File: src/rtl/sspr_pkg.sv
// Package with register map, field layout and slot framing constants for the receive slot map.
package sspr_pkg;

  // ==========================================================================
  // Register map
  // ==========================================================================
  // Byte offsets of the three channel configuration registers.
  localparam logic [7:0] SSPR_CH6_OFS = 8'h2D;
  localparam logic [7:0] SSPR_CH7_OFS = 8'h2E;
  localparam logic [7:0] SSPR_CH8_OFS = 8'h2F;

  // Reset values: channel disabled, slot 5, 6 and 7 assigned.
  localparam logic [7:0] SSPR_CH6_RST = 8'h05;
  localparam logic [7:0] SSPR_CH7_RST = 8'h06;
  localparam logic [7:0] SSPR_CH8_RST = 8'h07;

  // ==========================================================================
  // Field layout
  // ==========================================================================
  // Reserved bit, source field and slot field positions.
  localparam int SSPR_RSV_BIT = 7;
  localparam int SSPR_SRC_MSB = 6;
  localparam int SSPR_SRC_LSB = 5;
  localparam int SSPR_SLOT_MSB = 4;
  // Number of channels held by this block.
  localparam int SSPR_NUM_CH = 3;

  // Source selection codes of the two-bit source field.
  typedef enum logic [1:0]
  {
    SSPR_SRC_OFF = 2'h0,
    SSPR_SRC_DAC = 2'h1,
    SSPR_SRC_LOOP = 2'h2,
    SSPR_SRC_LINK = 2'h3
  } sspr_src_t;

  // ==========================================================================
  // Serial framing
  // ==========================================================================
  // Bits per slot, and the index of the last bit in a slot.
  localparam int SSPR_SLOT_BITS = 32;
  localparam logic [4:0] SSPR_LAST_BIT = 5'h1F;
  // Value the bit counter takes after the first bit of a frame or half.
  localparam logic [9:0] SSPR_CNT_AFTER_START = 10'h001;
  // Counter value at reset.
  localparam logic [9:0] SSPR_CNT_RST = 10'h000;

endpackage : sspr_pkg

File: src/rtl/sspr_rx_map.sv
// Receive slot map for channels 6 to 8 of the secondary serial port.
`timescale 1ns/10ps

// Summary of operation
// [RULE_01] Ch6 source 0 ignores data, 1 feeds DAC6.
// [RULE_02] Ch6 source 2 feeds ADC2 loopback path.
// [RULE_03] Ch6 source 3 feeds linked device 1.
// [RULE_04] Ch7 source field two bits, resets zero.
// [RULE_05] Ch7 source 2 ADC3 loopback, 3 linked 2.
// [RULE_06] Ch8 sources: off, DAC8, ADC4 loopback, linked 3.
// [RULE_07] Slot values 0-15: TDM slot or left slot.
// [RULE_08] Slot values 16-31: TDM slot or right slot.
// [RULE_09] Reset values 0x05, 0x06, 0x07: disabled, slots 5-7.
// [RULE_10] Bit 7 reserved, reads zero, writes ignored.
// [RULE_11] Ch8 slot field bits 4-0, resets slot 7.
// [RULE_12] Disabled channel captures and forwards nothing.
module sspr_rx_map
  import sspr_pkg::*;
(
  input wire logic CLK,
  input wire logic RST,
  input wire logic REG_WE,
  input wire logic [7:0] REG_ADDR,
  input wire logic [7:0] REG_WDATA,
  output logic [7:0] REG_RDATA,
  input wire logic FMT_TDM,
  input wire logic BCLK,
  input wire logic FSYNC,
  input wire logic DIN,
  output logic [31:0] CH6_DATA,
  output logic CH6_DAC_VLD,
  output logic CH6_LOOP_VLD,
  output logic CH6_LINK_VLD,
  output logic [31:0] CH7_DATA,
  output logic CH7_DAC_VLD,
  output logic CH7_LOOP_VLD,
  output logic CH7_LINK_VLD,
  output logic [31:0] CH8_DATA,
  output logic CH8_DAC_VLD,
  output logic CH8_LOOP_VLD,
  output logic CH8_LINK_VLD
);

  // ==========================================================================
  // Configuration registers
  // ==========================================================================
  // Stored bits 6..0 of each channel register; bit 7 has no storage.
  logic [6:0] cfg_r [SSPR_NUM_CH];
  // Offsets and reset values indexed by channel.
  logic [7:0] ofs [SSPR_NUM_CH];
  logic [7:0] rst_val [SSPR_NUM_CH];

  assign ofs[0] = SSPR_CH6_OFS;
  assign ofs[1] = SSPR_CH7_OFS;
  assign ofs[2] = SSPR_CH8_OFS;
  assign rst_val[0] = SSPR_CH6_RST;
  assign rst_val[1] = SSPR_CH7_RST;
  assign rst_val[2] = SSPR_CH8_RST;

  // Each register takes a write at its own offset. The reserved bit is dropped
  // so it can never hold anything but its reset value of zero.
  always_ff @(posedge CLK or posedge RST)
  begin
    if (RST)
    begin
      cfg_r[0] <= SSPR_CH6_RST[6:0]; // see [RULE_09]
      cfg_r[1] <= SSPR_CH7_RST[6:0]; // see [RULE_09] see [RULE_04]
      cfg_r[2] <= SSPR_CH8_RST[6:0]; // see [RULE_09] see [RULE_11]
    end
    else if (REG_WE)
    begin
      for (int i = 0; i < SSPR_NUM_CH; i++)
      begin
        if (REG_ADDR == ofs[i])
        begin
          cfg_r[i] <= REG_WDATA[6:0]; // see [RULE_10]
        end
      end
    end
  end

  // Read mux. Unmapped offsets read zero, and bit 7 is always zero.
  always_comb
  begin
    REG_RDATA = 8'h00;
    for (int i = 0; i < SSPR_NUM_CH; i++)
    begin
      if (REG_ADDR == ofs[i])
      begin
        REG_RDATA = {1'b0, cfg_r[i]}; // see [RULE_10]
      end
    end
  end

  // ==========================================================================
  // Pin synchronisers
  // ==========================================================================
  // Two-stage synchronisers for the serial pins; only stage two is read.
  logic [2:0] sync1_r;
  logic [2:0] sync2_r;
  // Previous synchronised bit clock level, for edge detection.
  logic bclk_prev_r;

  // The serial pins come from the host's clock domain.
  always_ff @(posedge CLK or posedge RST)
  begin
    if (RST)
    begin
      sync1_r <= 3'h0;
      sync2_r <= 3'h0;
      bclk_prev_r <= 1'b0;
    end
    else
    begin
      sync1_r <= {BCLK, FSYNC, DIN};
      sync2_r <= sync1_r;
      bclk_prev_r <= sync2_r[2];
    end
  end

  // Synchronised pin levels.
  logic bclk_s;
  logic fsync_s;
  logic din_s;
  assign bclk_s = sync2_r[2];
  assign fsync_s = sync2_r[1];
  assign din_s = sync2_r[0];

  // Data is sampled on the rising bit clock edge. The bit clock must be slower
  // than half of CLK for the edge detector to see every edge.
  logic bit_stb;
  assign bit_stb = bclk_s && !bclk_prev_r;

  // ==========================================================================
  // Frame position
  // ==========================================================================
  // Frame sync level seen at the previous bit.
  logic fsync_prev_r;
  // Bits counted since the frame or half start; upper five bits are the slot.
  logic [9:0] cnt_r;
  // Half being received in the two-half formats; high for the right half.
  logic half_r;
  // Frame or half starts on this bit.
  logic start;
  // Position of the current bit.
  logic [9:0] pos;
  logic half_now;

  // TDM frames start on a rising frame sync; the two-half formats restart the
  // count on each change of frame sync, high marking the left half.
  always_comb
  begin
    if (FMT_TDM)
    begin
      start = fsync_s && !fsync_prev_r;
    end
    else
    begin
      start = (fsync_s != fsync_prev_r);
    end
    pos = start ? SSPR_CNT_RST : cnt_r;
    half_now = start ? !fsync_s : half_r;
  end

  // Bit counter and half tracking, advanced once per bit.
  always_ff @(posedge CLK or posedge RST)
  begin
    if (RST)
    begin
      fsync_prev_r <= 1'b0;
      cnt_r <= SSPR_CNT_RST;
      half_r <= 1'b0;
    end
    else if (bit_stb)
    begin
      fsync_prev_r <= fsync_s;
      half_r <= half_now;
      if (start)
      begin
        cnt_r <= SSPR_CNT_AFTER_START;
      end
      else
      begin
        cnt_r <= cnt_r + 10'h001;
      end
    end
  end

  // ==========================================================================
  // Channel capture and routing
  // ==========================================================================
  // Per-channel captured words and delivery pulses.
  logic [31:0] word [SSPR_NUM_CH];
  logic word_vld [SSPR_NUM_CH];
  // Per-channel routing pulses.
  logic dac_vld [SSPR_NUM_CH];
  logic loop_vld [SSPR_NUM_CH];
  logic link_vld [SSPR_NUM_CH];

  generate
    for (genvar g = 0; g < SSPR_NUM_CH; g++)
    begin : g_ch
      // Source and slot fields of this channel.
      logic [1:0] src;
      assign src = cfg_r[g][SSPR_SRC_MSB:SSPR_SRC_LSB];

      sspr_slot_capture u_cap
      (
        .clk (CLK),
        .rst (RST),
        .bit_stb (bit_stb),
        .din (din_s),
        .tdm_mode (FMT_TDM),
        .slot_cnt (pos[9:5]),
        .bit_idx (pos[4:0]),
        .half_right (half_now),
        .src (src),
        .slot_sel (cfg_r[g][SSPR_SLOT_MSB:0]),
        .word_r (word[g]),
        .word_vld_r (word_vld[g])
      );

      // The word goes to exactly one path chosen by the source field; a
      // disabled channel forwards nothing.
      assign dac_vld[g] = word_vld[g] && (src == SSPR_SRC_DAC); // see [RULE_01] see [RULE_04]
      assign loop_vld[g] = word_vld[g] && (src == SSPR_SRC_LOOP); // see [RULE_02] see [RULE_05]
      assign link_vld[g] = word_vld[g] && (src == SSPR_SRC_LINK); // see [RULE_03] see [RULE_06]
    end
  endgenerate

  assign CH6_DATA = word[0];
  assign CH6_DAC_VLD = dac_vld[0];
  assign CH6_LOOP_VLD = loop_vld[0];
  assign CH6_LINK_VLD = link_vld[0];
  assign CH7_DATA = word[1];
  assign CH7_DAC_VLD = dac_vld[1];
  assign CH7_LOOP_VLD = loop_vld[1];
  assign CH7_LINK_VLD = link_vld[1];
  assign CH8_DATA = word[2];
  assign CH8_DAC_VLD = dac_vld[2];
  assign CH8_LOOP_VLD = loop_vld[2];
  assign CH8_LINK_VLD = link_vld[2];
endmodule : sspr_rx_map

File: src/rtl/sspr_slot_capture.sv
// One receive channel: slot matching, bit capture and word delivery.
`timescale 1ns/10ps

module sspr_slot_capture
  import sspr_pkg::*;
(
  input wire logic clk,
  input wire logic rst,
  input wire logic bit_stb,
  input wire logic din,
  input wire logic tdm_mode,
  input wire logic [4:0] slot_cnt,
  input wire logic [4:0] bit_idx,
  input wire logic half_right,
  input wire logic [1:0] src,
  input wire logic [4:0] slot_sel,
  output logic [31:0] word_r,
  output logic word_vld_r
);

  // ==========================================================================
  // Slot match
  // ==========================================================================
  // High while the current serial bit belongs to this channel's slot.
  logic slot_hit;
  // High on a bit strobe that this channel must capture.
  logic capture;
  // Bits of the word collected so far.
  logic [30:0] shift_r;

  // In TDM the five-bit field is the slot number itself; in the two-half formats
  // the top bit picks the half and the lower four bits the slot within it.
  always_comb
  begin
    if (tdm_mode)
    begin
      slot_hit = (slot_cnt == slot_sel); // see [RULE_07] see [RULE_08]
    end
    else
    begin
      // Slots beyond 15 in a half do not exist, so they never match.
      slot_hit = (half_right == slot_sel[4]) && !slot_cnt[4] &&
                 (slot_cnt[3:0] == slot_sel[3:0]); // see [RULE_07] see [RULE_08]
    end
  end

  // A disabled channel takes nothing from its slot, whatever the slot field says.
  assign capture = bit_stb && slot_hit && (src != SSPR_SRC_OFF); // see [RULE_12]

  // ==========================================================================
  // Capture
  // ==========================================================================
  // Shift register collecting the slot MSB first.
  always_ff @(posedge clk or posedge rst)
  begin
    if (rst)
    begin
      shift_r <= '0;
    end
    else if (capture)
    begin
      shift_r <= {shift_r[29:0], din};
    end
  end

  // Word and its one-cycle valid pulse at the last bit of the slot.
  always_ff @(posedge clk or posedge rst)
  begin
    if (rst)
    begin
      word_r <= '0;
      word_vld_r <= 1'b0;
    end
    else
    begin
      word_vld_r <= capture && (bit_idx == SSPR_LAST_BIT);
      if (capture && (bit_idx == SSPR_LAST_BIT))
      begin
        word_r <= {shift_r, din};
      end
    end
  end
endmodule : sspr_slot_capture

File: config.mk
export PLATFORM = sky130hd
export DESIGN_NAME = sspr_rx_map
export DESIGN_NICKNAME = d
export VERILOG_FILES = /design/src/rtl/sspr_pkg.sv /design/src/rtl/sspr_rx_map.sv /design/src/rtl/sspr_slot_capture.sv
export SDC_FILE = /design/constraint.sdc
export NUM_CORES = 1
export LEC_CHECK = 0
export ABC_AREA = 1
export ABC_CLOCK_PERIOD_IN_PS = 8900
export BUFFER_PORTS_ARGS = -buffer_cell sky130_fd_sc_hd__buf_2
export CELL_PAD_IN_SITES_DETAIL_PLACEMENT = 1
export CELL_PAD_IN_SITES_GLOBAL_PLACEMENT = 1
export CORE_AREA = 4 4 159 161
export DETAILED_ROUTE_END_ITERATION = 12
export DIE_AREA = 0 0 163 165
export HOLD_SLACK_MARGIN = 0.1
export PLACE_DENSITY = 0.81
export SYNTH_ARGS = -nofsm -noshare
export SYNTH_HDL_FRONTEND = slang
export SYNTH_SLANG_ARGS = --single-unit
File: constraint.sdc
create_clock -name CLK -period 8.9 [get_ports CLK]
set_input_delay 0 -clock CLK [delete_from_list [all_inputs] [get_ports CLK]]
set_output_delay 0 -clock CLK [all_outputs]
set_load 0.01 [all_outputs]
After elaboration in Yosys (flattened, before gate mapping) --
Index checks and enable logic that the tools add are counted.
Word-level totals: register bits after elaboration 232, latch bits 0, memory bits (writable) 0, memory bits (read-only) 0, input port bits 23, output and inout bits 113, logic and storage cells 88, memories kept 0
Operators by class: $add $sub $neg 1, multiply operators 0, divide/modulo/power cells 0, order comparisons 0, equality and inequality tests 23, shift-type cells 0, multiplexer cells 10, bitwise gates (word level) 0, reduce and logical (&&, ||, !) cells 36
Operators by type and width (count):
- $logic_and 1x1->1 | 26
- $eq 8x6->1 const B | 3
- $mux 10 | 2
- $mux 8 | 2
- $eq 5x5->1 | 3
- $eq 2x2->1 const B | 6
- $eq 4x4->1 | 3
- $add 10x1->10 const B | 1
- $mux 7 | 1
- $eq 2x1->1 const B | 3
- $reduce_and 2->1 | 3
- $reduce_bool 2->1 | 3
- $eq 5x5->1 const B | 1
- $mux 1 | 5
- $logic_not 1->1 | 4
- $eq 1x1->1 | 3
- $ne 1x1->1 | 1

Longest topological paths before layout --
depth in word-level cells 11, gate-level depth with buffers 14, gate-level depth less buffers 13

Cells and area by module --
From an unflattened synthesis, not the netlist that was laid out.
Unflattened totals: cell total of the unflattened synthesis 1252, area total of the unflattened synthesis 10420.0 um^2
Modules (own cells, without submodules):
- sspr_slot_capture | instances 3, cells each 328, area each 2790.2 um^2, seq. area each 1601.5 um^2
- sspr_rx_map | instances 1, cells each 268, area each 2049.5 um^2, seq. area each 1009.7 um^2

Worst setup path before layout --
No wires, ideal clock.
path kind register to register, start reg sync2_r[1], end reg g_ch[0].u_cap.word_r[10], library setup time 0.117 ns, arrival time 1.894 ns, required time 8.783 ns, setup slack 6.889 ns, cell stages (with the launch flop) 14, buffers on the path 2, clock period less this slack 2.011 ns, cells stage by stage dfrtp_1 -> ha_1 -> inv_1 -> nand2_2 -> buf_4 -> nand3_2 -> nand2_1 -> nand2_1 -> nand3_1 -> nor2_2 -> nand3_1 -> buf_2 -> nand2_1 -> nand2_1
On the way: longest elaborated chain between the ends 10, elaborated cells on any way between the ends 17, those cells by class eq/ne (5); mux (4); reduce/logical (8)
Ends and longest elaborated chain:
- from (decl) | RTL line sspr_rx_map.sv:100 | logic [2:0] sync2_r;
- from (signal assigned) | RTL line sspr_rx_map.sv:116 | sync2_r <= sync1_r;
- $ne 1x1->1 / $logic_and 1x1->1 (equally long branches) | RTL line sspr_rx_map.sv:159, sspr_rx_map.sv:155
- $mux 1 | RTL line sspr_rx_map.sv:153 | if (FMT_TDM)
- $mux 1 / $mux 10 (equally long branches) | RTL line sspr_rx_map.sv:162, sspr_rx_map.sv:161
- $eq 1x1->1 / $logic_not 1->1 (equally long branches) | RTL line sspr_slot_capture.sv:42 | slot_hit = (half_right == slot_sel[4]) && !slot_cnt[4] &&
- $logic_and 1x1->1 (2 in a row) | RTL line sspr_slot_capture.sv:42
- $mux 1 | RTL line sspr_slot_capture.sv:35 | if (tdm_mode)
- $logic_and 1x1->1 (2 in a row) | RTL line sspr_slot_capture.sv:48 | assign capture = bit_stb && slot_hit && (src != SSPR_SRC_OFF);
- $logic_and 1x1->1 * | RTL line sspr_slot_capture.sv:77 | if (capture && (bit_idx == SSPR_LAST_BIT))
- to (signal assigned) | RTL line sspr_slot_capture.sv:79 | word_r <= {shift_r, din};
- to (decl) | RTL line sspr_slot_capture.sv:17 | output logic [31:0] word_r,
Mark *: on every way between the ends. The rest lies on a longest branch, timed or not. A chain may end at the register's enable or synchronous reset.

Worst setup path in the final report --
start reg sync2_r[1], end reg g_ch[1].u_cap.word_r[31]
On the way: longest elaborated chain between the ends 10, elaborated cells on any way between the ends 17, those cells by class eq/ne (5); mux (4); reduce/logical (8)
Ends and longest elaborated chain (RTL line):
- $ne 1x1->1 / $logic_and 1x1->1 (equally long branches) | sspr_rx_map.sv:159, sspr_rx_map.sv:155
- $mux 1 | sspr_rx_map.sv:153
- $mux 1 / $mux 10 (equally long branches) | sspr_rx_map.sv:162, sspr_rx_map.sv:161
- $eq 1x1->1 / $logic_not 1->1 (equally long branches) | sspr_slot_capture.sv:42
- $logic_and 1x1->1 (2 in a row) | sspr_slot_capture.sv:42
- $mux 1 | sspr_slot_capture.sv:35
- $logic_and 1x1->1 (2 in a row) | sspr_slot_capture.sv:48
- $logic_and 1x1->1 * | sspr_slot_capture.sv:77
- to (signal assigned) | sspr_slot_capture.sv:79
- to (decl) | sspr_slot_capture.sv:17
Marked as above.

==> out/summary.json <==
{
  "clock_latency_ps": 520,
  "final.period_utilization": 0.4919,
  "antenna_found_initial": 0,
  "flow.area_growth_from_synthesis_pct": 18.44,
  "synth_top_cell_area_share": 0.5573,
  "rsz0062_at_grt": "false",
  "final.setup.tns_ps": 0,
  "slew_headroom": 0.2816,
  "post-route-min-period_ps": 4378,
  "pin_count_of_the_biggest_net_entering_global_routing": 108,
  "dp.final_hpwl_mm": 17.41,
  "min_path_type": "in -> reg",
  "die_h_um": 165,
  "grt_pass1_vias": 8916,
  "syn_area_um2": 10100,
  "required_ps": 9300,
  "antenna_cells": 0,
  "yosys_register_bits": 232,
  "yosysUniqueCellTypes": 28,
  "input_output_buffers": 133,
  "worst_setup_path_start_kind": "flip-flop",
  "pwr-share-seq": 0.477,
  "antenna_left": 0,
  "clkTransAtPathRegs_ps": 50,
  "vias_per_cell": 5.257,
  "avgRoutedWirePerCell_um": 16.67,
  "detail_route.first_pass.iterations": 4,
  "grt_usage": 0.2024,
  "max_cap_violations": 0,
  "power_density_nw_per_um2": 192.3,
  "holdWs_ps": 137.1,
  "cts-buffers-inserted": 26,
  "globalRoute.totalOverflow": 0,
  "wirelength_routed_mm": 27.40,
  "finalWeightedCongestion": 0.8343,
  "grt_pass1_wl_mm": 45.26,
  "drc": 0,
  "syn-mean-instance-area_um2": 8.512,
  "floorplan.initialDensity": 0.4216,
  "utilization": 0.4994,
  "power.static_leakage_nw": 6.708,
  "timing.final.hold_violations": 0,
  "final_layout_size_suffix_gt1_frac": 0.1538,
  "cts_num_sinks": 232,
  "worstMarginPinSlew_ps": 1075,
  "final-max-slew-violation-count": 0,
  "power.clock.fraction": 0.459,
  "cts_resized": 0,
  "finClkSkew_ps": 10.26,
  "p_int_mw": 1.753,
  "fp.coreArea_um2": 23960,
  "route.vias.total": 8643,
  "p_sw_frac": 0.2382,
  "timing.final.setup_violations": 0,
  "pwr-share-comb": 0.064,
  "area_of_combinational_cells_with_multiple_inputs_um2": 3729,
  "synthCells": 1187,
  "irDropWorstVdd_mv": 0.1131,
  "filler_cell_count": 2922,
  "synthesis.nets": 1212,
  "cts-root-buf": "clkbuf_16",
  "seq_area_um2": 5814,
  "ys_warn_count": 0,
  "result_of_the_run": "finished clean",
  "layout.nets": 1327,
  "worstSetupPathType": "reg -> reg",
  "total_switching_power_mw": 0.5483,
  "synthDominantAreaCellType": "dfrtp_1",
  "yosysSeqAreaShare": 0.5755,
  "worst-endpoint-arrival_ps": 4770,
  "top_level_ports": 136,
  "fmaxAchievable_ghz": 0.2284,
  "tritoncts_clock_tree": "yes",
  "cp-end-kind": "flip-flop",
  "clock_tree.buffer_depth": 3,
  "dieWidth_um": 163,
  "post_synth_main_area_contributors": "dfrtp_1 56%, nand2_1 18%, nand4_1 7.2%",
  "drt_iter0_markers": 486,
  "crit_fanout": 62,
  "design.die.area_um2": 26900,
  "cts-htree-levels": 1,
  "std_cell_rows": 57
}
==> cells by family (layout without fill, tap and decap cells) <==
group	after synthesis	after routing	synth area share
AOI/OAI and AO/OA	48	48	0.02675
adders and majority gates	2	2	0.002476
buffers and inverters	139	272	0.05808
DFF	232	232	0.5755
other	1	1	0.0003712
and+or+nand+nor	765	765	0.3368
==> what timing repair did <==
action | 4_1_cts | 5_1_grt
endpoints found under the hold margin | 131 | 0
endpoints found under the setup margin | 0 | 0
hold buffers | 18 | 0
buffers inserted | 0 | 0
==> cells in the mapped netlist <==
cell      count
dfrtp_1     225
nand2_1     481
nor2_2        2
nor2_1       23
nor2_4        1
buf_1         6
clkbuf_1     20
a31o_2        1
o211ai_2      1
a31oi_1       1
buf_2        46
nand3_2       5
nand2_2       1
inv_1        64
o21ai_1      14
ha_1          2
a21oi_1       8
nor4_2        2
nand3b_1      4
dfstp_2       7
o211ai_1      7
buf_4         2
nor3_1       15
conb_1        1
nand3_1     115
inv_2         1
o21ai_0      16
nand4_1     116
==> cell usage in the layout (no fill, tap or decap), types with 4 or more instances in the layout <==
master           n
dlygate4sd3_1   18
nand3_2          5
buf_2          133
clkbuf_8         7
o211ai_1         7
nand3b_1         4
buf_4           10
nor2_1          22
a21oi_1          8
o21ai_0         16
clkbuf_1         9
inv_1           63
dfstp_2          7
nand2_1        481
nor2_4           4
clkbuf_16       27
nand3_1        115
o21ai_1         14
nor3_1          15
nand4_1        116
dfrtp_1        225
==> critical path: stages, from the launching register on <==
cell,delay [ps]
dfrtp_1,420
ha_1,210
nand2_1,630
nand2_1,320
nor2_4,820
buf_4,710
nand3_2,740
nand2_1,270
nand2_1,80
==> flip-flops by register name, summed over array words and instances (netlist names) <==
| name | cells |
|---|---|
| half_r | 1 |
| sync1_r | 3 |
| fsync_prev_r | 1 |
| cfg_r | 21 |
| bclk_prev_r | 1 |
| g_ch.u_cap.shift_r | 93 |
| g_ch.u_cap.word_r | 96 |
| sync2_r | 3 |
| g_ch.u_cap.word_vld_r | 3 |
| cnt_r | 10 |
==> per-stage QoR <==
step                      instances  setup slack (ps)  power, mW  instance area, um2
after floorplan                1187              2550      1.217               10100
after global placement         1580              4670      1.253               10940
after detailed placement       1580              4545      1.259               10940
after CTS                      1644              4493      2.327               11970
after global routing           1644              4171      2.394               11970
final                          1644              4522      2.302               11970
==> final timing paths <==
check	endpoint	cells after the start	startpoint	slack [ps]
worst max-delay path	g_ch[1].u_cap.word_r[31]$_DFFE_PP0P_	8	sync2_r[1]$_DFF_PP0_	4520
worst min-delay path	sync1_r[0]$_DFF_PP0_	2	DIN	140
worst max register to register	g_ch[1].u_cap.word_r[31]$_DFFE_PP0P_	8	sync2_r[1]$_DFF_PP0_	4520
worst min register to register	sync2_r[2]$_DFF_PP0_	0	sync1_r[2]$_DFF_PP0_	350
max in group asynchronous	g_ch[1].u_cap.shift_r[6]$_DFFE_PP0P_	4	RST	7250
min in group asynchronous	g_ch[1].u_cap.word_r[8]$_DFFE_PP0P_	3	RST	170
==> per-layer routing <==
| metal | global-route usage | up-vias | wire length, um |
|---|---|---|---|
| met5 | 0 | - | 0 |
| met4 | 0.04842 | 0 | 539 |
| met3 | 0.04392 | 41 | 1339 |
| met2 | 0.3447 | 158 | 13250 |
| met1 | 0.2657 | 4305 | 12280 |
| li1 | - | 4139 | - |
==> power by group through the flow <==
stage | Combinational (mW) | Sequential (mW) | Clock, mW
detailed placement | 0.143 | 1.12 | 0
floorplan | 0.108 | 1.11 | 0
finish | 0.148 | 1.10 | 1.06
global route | 0.168 | 1.10 | 1.13
global placement | 0.139 | 1.11 | 0
CTS | 0.150 | 1.10 | 1.08
==> final cells by class <==
cell class,instances,share of cell area
well taps,324,0.03388
flip-flops and latches,232,0.4859
inverters,65,0.02102
multi-input cells,816,0.3116
clock buffers,43,0.06734
clock inverters,3,0.003346
repair buffers,161,0.07696
(Power assumes the default switching activity.)
